===== config.mk =====
export PLATFORM = sky130hd
export DESIGN_NAME = plsr_top
export DESIGN_NICKNAME = d
export VERILOG_FILES = /design/src/hw/plsr_fifo.v /design/src/hw/plsr_top.v
export VERILOG_INCLUDE_DIRS = /design/src /design/src/hw
export SDC_FILE = /design/constraint.sdc
export NUM_CORES = 1
export LEC_CHECK = 0
export ABC_AREA = 1
export ABC_CLOCK_PERIOD_IN_PS = 2700
export BUFFER_PORTS_ARGS = -buffer_cell sky130_fd_sc_hd__buf_4
export CAP_MARGIN = 0
export CORE_MARGIN = 5
export CORE_UTILIZATION = 40
export CTS_CLUSTER_SIZE = 25
export DETAILED_ROUTE_END_ITERATION = 8
export GPL_TIMING_DRIVEN = 0
export PLACE_DENSITY = 0.64
export SETUP_SLACK_MARGIN = 0.2
export SLEW_MARGIN = 15
export SYNTH_ARGS = -nofsm -noshare
export SYNTH_HDL_FRONTEND = slang
export SYNTH_SLANG_ARGS = --single-unit

===== constraint.sdc =====
create_clock -name clk_i -period 2.7 [get_ports clk_i]
set_input_delay 0.81 -clock clk_i [delete_from_list [all_inputs] [get_ports clk_i]]
set_output_delay 0.81 -clock clk_i [all_outputs]
set_load 0.01 [all_outputs]

===== src/hw/plsr_map.vh =====
// Constants for the parallel-load shift register block.
// Assumes inclusion by bare name from the design files.
`ifndef PLSR_MAP_VH
`define PLSR_MAP_VH
`define PLSR_STAGES     8
`define PLSR_LAST       7
`define PLSR_FIFO_DEPTH 8
`define PLSR_FIFO_AW    3
`define PLSR_ONE        1'b1
`define PLSR_ZERO       1'b0
`define PLSR_CNT_W      4
`define PLSR_CNT_ZERO   4'h0
`define PLSR_CNT_ONE    4'h1
`endif


===== src/hw/plsr_fifo.v =====
// Small synchronous FIFO with valid/ready on both sides.
// Assumes one clock and an active-low asynchronous reset.
`timescale 1ns/1ns
`include "plsr_map.vh"
module plsr_fifo #(
    parameter WIDTH = 1,
    parameter DEPTH = 8,
    parameter AW    = 3
) (
    // Clock and reset
    input  wire             clk_i,
    input  wire             rst_n_i,
    // Fill side
    input  wire             in_valid_i,
    output wire             in_ready_o,
    input  wire [WIDTH-1:0] in_data_i,
    // Drain side
    output wire             out_valid_o,
    input  wire             out_ready_i,
    output reg  [WIDTH-1:0] out_data_o
);
    reg [WIDTH-1:0] mem_r [0:DEPTH-1];
    reg [AW-1:0]    wr_ptr_r;
    reg [AW-1:0]    rd_ptr_r;
    reg [AW:0]      count_r;
    wire            push;
    wire            pop;

    // Handshakes; full and empty come from the count
    assign in_ready_o  = (count_r != DEPTH[AW:0]);
    assign out_valid_o = (count_r != {(AW+1){1'b0}});
    assign push        = in_valid_i & in_ready_o;
    assign pop         = out_valid_o & out_ready_i;

    // Storage write, no reset on the array
    always @(posedge clk_i) begin
        if (push) begin
            mem_r[wr_ptr_r] <= in_data_i;
        end
    end

    // Pointers, count and registered head word
    always @(posedge clk_i or negedge rst_n_i) begin
        if (!rst_n_i) begin
            wr_ptr_r   <= {AW{1'b0}};
            rd_ptr_r   <= {AW{1'b0}};
            count_r    <= {(AW+1){1'b0}};
            out_data_o <= {WIDTH{1'b0}};
        end else begin
            if (push) begin
                wr_ptr_r <= wr_ptr_r + {{(AW-1){1'b0}}, 1'b1};
            end
            if (pop) begin
                rd_ptr_r <= rd_ptr_r + {{(AW-1){1'b0}}, 1'b1};
            end
            if (push & ~pop) begin
                count_r <= count_r + {{AW{1'b0}}, 1'b1};
            end else if (pop & ~push) begin
                count_r <= count_r - {{AW{1'b0}}, 1'b1};
            end
            // Head word: bypass when empty, else next entry
            if (pop) begin
                if (count_r == {{AW{1'b0}}, 1'b1}) begin
                    out_data_o <= in_data_i;
                end else begin
                    out_data_o <= mem_r[rd_ptr_r + {{(AW-1){1'b0}}, 1'b1}];
                end
            end else if (!out_valid_o) begin
                out_data_o <= in_data_i;
            end
        end
    end
endmodule // plsr_fifo


===== src/hw/plsr_top.v =====
// Eight-stage shift register with parallel load and open-drain outputs.
// Assumes all inputs synchronous to clk_i; the load is applied each cycle
// while shift_not_load_i is low. Shifted-out bits go through a FIFO.
`timescale 1ns/1ns
`include "plsr_map.vh"

// Functional notes
// Chain of eight storage stages, parallel or serial fill, serial out.
// Shift_not_load low loads every stage from its parallel input.
// During load, outputs follow the last parallel input and its inverse.
// In shift mode stages hold until a qualified rising edge.
// Qualified edge: first stage takes serial in, others take predecessor; the code holds all stages instead while the FIFO is full.
// Data moves toward the output end; last stage value is lost.
// True output follows last stage, inverted output its complement.
// Clock_inhibit high blocks edges; stages keep values.
// Clock and inhibit interchangeable: rise of one while other low.
// Outputs pull low only when logically low, otherwise released.
// Stages have no defined reset value.
// Open-drain output shown as a drive-low enable.
module plsr_top (
    // Clock and reset
    input  wire       clk_i,
    input  wire       rst_n_i,
    // Controller inputs
    input  wire       shift_not_load_i,
    input  wire       shift_clk_i,
    input  wire       clock_inhibit_i,
    input  wire       serial_i,
    input  wire [7:0] parallel_i,
    // Open-drain serial outputs
    output reg        ser_out_o,
    output reg        ser_out_oe_o,
    output reg        ser_out_n_o,
    output reg        ser_out_n_oe_o,
    // Stream of discarded bits
    output wire       lost_valid_o,
    input  wire       lost_ready_i,
    output wire       lost_data_o,
    // Status
    output reg        shift_stall_o,
    output reg [3:0]  shift_count_o
);
    reg  [`PLSR_LAST:0] stage_r;
    reg  [`PLSR_LAST:0] stage_nxt;
    reg                 clk_d_r;
    reg                 inh_d_r;
    reg  [`PLSR_CNT_W-1:0] count_nxt;
    wire                edge_q;
    wire                shift_go;
    wire                fifo_ready;
    wire                last_bit;

    // Qualified edge test on clock or inhibit
    function qual_edge;
        input c_now;
        input c_old;
        input i_now;
        input i_old;
        begin
            qual_edge = (c_now & ~c_old & ~i_now) |
                        (i_now & ~i_old & ~c_now);
        end
    endfunction

    // Previous levels of clock and inhibit, reset to high so no false edge
    always @(posedge clk_i or negedge rst_n_i) begin
        if (!rst_n_i) begin
            clk_d_r <= `PLSR_ONE;
            inh_d_r <= `PLSR_ONE;
        end else begin
            clk_d_r <= shift_clk_i;
            inh_d_r <= clock_inhibit_i;
        end
    end

    // either input edges
    assign edge_q = qual_edge(shift_clk_i, clk_d_r,
                              clock_inhibit_i, inh_d_r);
    // inhibit blocks shift
    assign shift_go = shift_not_load_i & edge_q & fifo_ready;

    // Next stage contents
    always @* begin
        stage_nxt = stage_r;
        if (!shift_not_load_i) begin
            // parallel load
            stage_nxt = parallel_i;
        end else if (shift_go) begin
            // serial into first
            // toward output end
            stage_nxt = {stage_r[`PLSR_LAST-1:0], serial_i};
        end
        // hold otherwise
    end

    // stages without reset
    always @(posedge clk_i) begin
        stage_r <= stage_nxt;
    end

    assign last_bit = stage_nxt[`PLSR_LAST];

    // Shift counter since last load
    always @* begin
        count_nxt = shift_count_o;
        if (!shift_not_load_i) begin
            count_nxt = `PLSR_CNT_ZERO;
        end else if (shift_go && shift_count_o != `PLSR_STAGES) begin
            count_nxt = shift_count_o + `PLSR_CNT_ONE;
        end
    end

    // Registered outputs from the next stage value
    always @(posedge clk_i or negedge rst_n_i) begin
        if (!rst_n_i) begin
            ser_out_o      <= `PLSR_ZERO;
            ser_out_oe_o   <= `PLSR_ZERO;
            ser_out_n_o    <= `PLSR_ZERO;
            ser_out_n_oe_o <= `PLSR_ZERO;
            shift_stall_o  <= `PLSR_ZERO;
            shift_count_o  <= `PLSR_CNT_ZERO;
        end else begin
            // load shows last input
            // true and inverted
            ser_out_o      <= `PLSR_ZERO;
            ser_out_n_o    <= `PLSR_ZERO;
            // pull low only
            // drive-low enables
            ser_out_oe_o   <= ~last_bit;
            ser_out_n_oe_o <= last_bit;
            shift_stall_o  <= shift_not_load_i & edge_q & ~fifo_ready;
            shift_count_o  <= count_nxt;
        end
    end

    // discarded bits queued
    plsr_fifo #(
        .WIDTH (1),
        .DEPTH (`PLSR_FIFO_DEPTH),
        .AW    (`PLSR_FIFO_AW)
    ) u_fifo (
        .clk_i       (clk_i),
        .rst_n_i     (rst_n_i),
        .in_valid_i  (shift_go),
        .in_ready_o  (fifo_ready),
        .in_data_i   (stage_r[`PLSR_LAST]),
        .out_valid_o (lost_valid_o),
        .out_ready_i (lost_ready_i),
        .out_data_o  (lost_data_o)
    );
endmodule // plsr_top


# After elaboration in Yosys (flattened, before gate mapping)
# Memories as Yosys holds them, arrays and structs flattened.
# Index checks and enable logic that the tools add are counted.
totals:
  ff_bits: 28
  ramBits: 8
  input_bits: 15
  output_inout_bits: 11
  word_cells: 58
  memories: 1
classes:
  add_sub_neg: 5
  eq_ne: 6
  n_mux: 11
  n_bitwise: 20
  reduce_logical: 3
memory_table:
  columns: ["memory", "depth", "word_bits", "read_ports", "rd_clocked_by_memory_dff", "write_ports", "line_no", "text"]
  rows:
  - ["u_fifo.mem_r", 8, 1, 1, 0, 1, "plsr_fifo.v:22", "reg [WIDTH-1:0] mem_r [0:DEPTH-1];"]
ops:
  columns: ["operator", "count"]
  rows:
  - ["$mux 4", 4]
  - ["$mux 8", 2]
  - ["$and 1x1->1", 11]
  - ["$add 4x1->4 const B", 2]
  - ["$ne 4x4->1 const B", 2]
  - ["$not 1->1", 8]
  - ["$add 3x1->3 const B", 2]
  - ["$mux 1", 5]
  - ["$eq 4x1->1 const B", 1]
  - ["$ne 2x1->1 const B", 2]
  - ["$reduce_bool 4->1", 1]
  - ["$sub 4x1->4 const B", 1]
  - ["$ne 2x2->1 const B", 1]
  - ["$reduce_bool 2->1", 1]
  - ["$logic_and 1x1->1", 1]
  - ["$or 1x1->1", 1]

# Depth between registers and ports, before layout
depth:
  word_depth: 11
  mapped_depth: 12
  mapped_depth_nobuf: 11

# By module
# A second synthesis with hierarchy kept.
unflattened:
  cells_unflattened: 207
  hier_area_um2: 1853.0
modules_own_cells:
  columns: ["mod", "n_inst", "cells_per_inst", "area_each_um2", "seq_area_each_um2"]
  rows:
  - ["plsr_fifo", 1, 111, 1009.7, 515.5]
  - ["plsr_top", 1, 96, 843.3, 457.9]

# Worst setup path before layout
# No wires, ideal clock.
synth_path:
  kind: "input to register"
  startpoint: "in shift_clk_i"
  endpoint: "reg u_fifo.count_r[3]"
  setup_ns: 0.118
  arrival_time_ns: 1.978
  t_required_ns: 2.582
  path_slack_ns: 0.603
  path_stages: 10
  n_path_buf: 1
  path_cell_list: "nand3b_1 nand2_2 nand3_4 inv_2 buf_4 ha_1 a21oi_1 o21ai_0 xor2_1 inv_1"
synth_via:
  elab_chain_len: 9
  word_cells_on_any_way: 13
  classes_between: "mux: 1; bitwise: 11; reduce/logical: 1"
synth_lines:
  columns: ["item", "line_no", "text"]
  rows:
  - ["start, declared", "plsr_top.v:26", "input wire shift_clk_i,"]
  - ["$and 1x1->1 / $not 1->1 (equally long branches)", "plsr_top.v:60, plsr_top.v:61", null]
  - ["$and 1x1->1 (on tied branches)", "plsr_top.v:60, plsr_top.v:61", null]
  - ["$or 1x1->1 *", "plsr_top.v:60", "qual_edge = (c_now & ~c_old & ~i_now) |"]
  - ["$and 1x1->1 * (2 in series)", "plsr_top.v:80", "assign shift_go = shift_not_load_i & edge_q & fifo_ready;"]
  - ["$and 1x1->1 *", "plsr_fifo.v:32", "assign push = in_valid_i & in_ready_o;"]
  - ["via u_fifo.push", "plsr_fifo.v:26", "wire push;"]
  - ["$not 1->1", "plsr_fifo.v:58", "end else if (pop & ~push) begin"]
  - ["$and 1x1->1", "plsr_fifo.v:58", null]
  - ["$reduce_bool 2->1 (no line)", null, null]
  - ["end signal, assigned", "plsr_fifo.v:47", "count_r <= {(AW+1){1'b0}};"]
  - ["end signal, assigned", "plsr_fifo.v:57", "count_r <= count_r + {{AW{1'b0}}, 1'b1};"]
  - ["end signal, assigned", "plsr_fifo.v:59", "count_r <= count_r - {{AW{1'b0}}, 1'b1};"]
  - ["end, declared", "plsr_fifo.v:25", "reg [AW:0] count_r;"]
# The timed path passes the listed nets; every way through them passes the cells marked *.
# A chain may end at the register's enable or synchronous reset.

# Worst setup path after layout
layout_path:
  startpoint: "reg u_fifo.count_r[0]"
  endpoint: "out lost_valid_o"
layout_via:
  elab_chain_len: 1
layout_lines:
  columns: ["item", "line_no", "text"]
  rows:
  - ["$reduce_bool 4->1", "plsr_fifo.v:31", "assign out_valid_o = (count_r != {(AW+1){1'b0}});"]
  - ["end, declared", "plsr_top.v:36", "output wire lost_valid_o,"]
# Every way passes these cells.

==> out/qor.csv <==
metric,value,unit
status,finished clean,
Die H,77.4,um
"Hold Vio Cnt, Final",0,
Diodes inserted,0,
"Clk pin slew, worst setup/hold paths",0.07,ns
Inserted Clock Buffers,5,
post_cts resized,0,
CP max FO,6,
Clock Skew,0.00512,ns
Ports,26,
Mean Syn Cell Area,9.46,um^2
MaxCap Viol Count,0,
Die ar.,5990,um^2
via/cell ratio,4.53,
Syn Inst Count,192,
number of nets in the layout,245,
Setup CP Type,flip-flop to output pin,
CP required,1.89,ns
Netlist cell types,29,
Final Cycle Share,80.0,%
dpl hpwl,2150,um
CTS tree,yes,
TritonRoute pass-1 iters,4,
Adder-Cell Fraction of Synth Area,5.51,%
fin crit period,2.16,ns
final std cells w/o fill,275,
Leakage Power,0.00104,uW
Crit. End Element,output pin,
yosys warns,0,
type of origin of the critical path,flip-flop,
Setup Viol. Count Final,0,
residual DRC count,0,
setup TNS,0,ns
Root Buffer,clkbuf_8,
layout overhead on the synthesized area,19.0,%
1st-iter DRT viols,35,
chip width,77.4,um
drt total wl,2910,um
compound-gate portion of the synthesized area,3.45,%
Synth Area in XOR/XNOR,5.72,%
"flops & latches, synth",36,
mux contribution to synthesized area,0,%
initial antenna violation count,0,
Post-CTS Hold Buffers,0,
Slew Limit Fails,0,
post-CTS setup buffers,0,
via count,1245,
synthesized cell area,1820,um^2
Hold Path Class,input pin to asynchronous set/reset pin,
antenna-violating nets left,0,
layout cells sized above 1,20.6,%
final setup margin,0.541,ns
WHS,0.391,ns
sequential-to-total area share from yosys stat,53.6,%
Pwr per Cell Area,851,nW/um^2
Initial Utilization,41.4,%
DR WL/cell,10.6,um
core region area,4380,um^2
DP Cell Count,267,
Worst VDD drop,0.000363,V
Sink Count,36,
first-pass GRT wire length,5380,um
Crit path arrival time,1.35,ns
pre-CTS setup slack,0.330,ns
simple-gate share of the synthesized area,23.0,%
GRT overflow,0,
routability cong.,0.785,
number of global-route vias before repair,1227,
cell row count,24,
largest family of logic cells by synthesized area,simple AND/OR/NAND/NOR gates,
largest net degree at the start of global routing,21,
# port buffers,22,
highest clock rate,463,MHz
clk buf depth,2,
RSZ-0062 raised after global routing,false,
aggregate global-route resource usage,11.0,%
clk_lat worst skew,0.29,ns
H-Tree Level Count,2,
==> critical path, stage by stage, from the launching register on <==
cell	delay (ns)
dfrtp_1	0.45
inv_1	0.08
ha_1	0.25
nand3_2	0.12
buf_4	0.16
==> cell type report <==
type	count	area, um^2
Fill cell	398	2220
Buffer	5	41.3
Clock buffer	5	68.8
Sequential cell	36	973
Clock inverter	3	42.5
Multi-Input combinational cell	122	692
Tap cell	52	65.1
Timing Repair Buffer	22	165
Inverter	30	113
==> cell families after synthesis <==
kind of cell,Yosys count
xor gates and xnor gates,11
buffers and inverters,35
DFF,36
other,1
adders and majority gates,8
and+or+nand+nor,89
AOI/OAI and AO/OA,12
==> flip-flops by register name, summed over array words and instances, names as in the netlist <==
register / flops
stage_r: 8
u_fifo.mem_r: 8
shift_count_o: 4
u_fifo.count_r: 4
u_fifo.rd_ptr_r: 3
u_fifo.wr_ptr_r: 3
clk_d_r: 1
inh_d_r: 1
ser_out_n_oe_o: 1
ser_out_oe_o: 1
shift_stall_o: 1
u_fifo.out_data_o: 1
==> layer usage <==
metal,up-vias,part of all wire [%],wire [um],global-route usage (%)
met3,4,7.1,205,4.63
met5,-,0,0,0
met1,548,51,1480,14.5
li1,665,-,-,-
met4,0,1.0,30,4.12
met2,28,41,1190,16.1
==> cells in the final DEF (no fill, tap or decap), drive strengths merged <==
master	n
a21boi	1
a21oi	2
buf	27
bufinv	1
clkbuf	5
clkinv	2
clkinvlp	1
conb	2
dfrtp	18
dfstp	2
dfxtp	1
edfxtp	15
ha	8
inv	29
nand2	49
nand3	19
nand3b	1
nand4	1
nor2	9
nor3	9
o21ai	9
or2	1
xnor2	3
xor2	8
==> final timing paths <==
kind | start | endpoint | slack, ns | cells after the start
setup / recovery | u_fifo.count_r[0] | lost_valid_o | 0.54 | 4
hold / removal | rst_n_i | u_fifo.count_r[3] | 0.39 | 1
setup reg to reg | u_fifo.count_r[0] | u_fifo.count_r[3] | 0.61 | 11
hold reg to reg | u_fifo.rd_ptr_r[1] | u_fifo.rd_ptr_r[1] | 0.51 | 2
max in group asynchronous | rst_n_i | inh_d_r | 2.04 | 1
min in group clk_i | u_fifo.rd_ptr_r[1] | u_fifo.rd_ptr_r[1] | 0.51 | 2
==> synthesized netlist by cell type <==
cell type,count,area (um^2)
xor2_2,1,16.3
dfstp_2,2,52.6
nand3_1,16,80.1
dfrtp_1,18,450
buf_4,4,30.0
conb_1,1,3.75
nand2_1,48,180
nand2_2,1,6.26
nand4_1,1,6.26
edfxtp_1,15,450
nor2_1,8,30.0
nor3_1,9,45.0
ha_1,8,100
nand3_4,2,35.0
inv_1,27,101
or2_2,1,6.26
xnor2_1,3,26.3
a21oi_1,2,10.0
nor2_4,1,11.3
inv_2,2,7.51
a21boi_0,1,7.51
nand3b_1,1,7.51
o21ai_1,3,15.0
clkinv_1,1,3.75
buf_6,1,11.3
xor2_1,7,61.3
nand3_2,1,10.0
dfxtp_1,1,20.0
o21ai_0,6,30.0
==> stage by stage <==
step,cell area [um^2],total power (uW),util [%]
after floorplan,1820,1240,-
after global placement,2050,1380,46.7
after detailed placement,2050,1390,46.7
after CTS,2160,1870,49.3
after global routing,2160,1990,49.3
final,2160,1840,49.3
==> power breakdown <==
part           internal [uW]  total, uW  switching, uW
Sequential               691        814            122
Combinational            245        557            312
Clock                    273        469            196
Total                   1210       1840            631
Power figures use the tool's default switching activity.
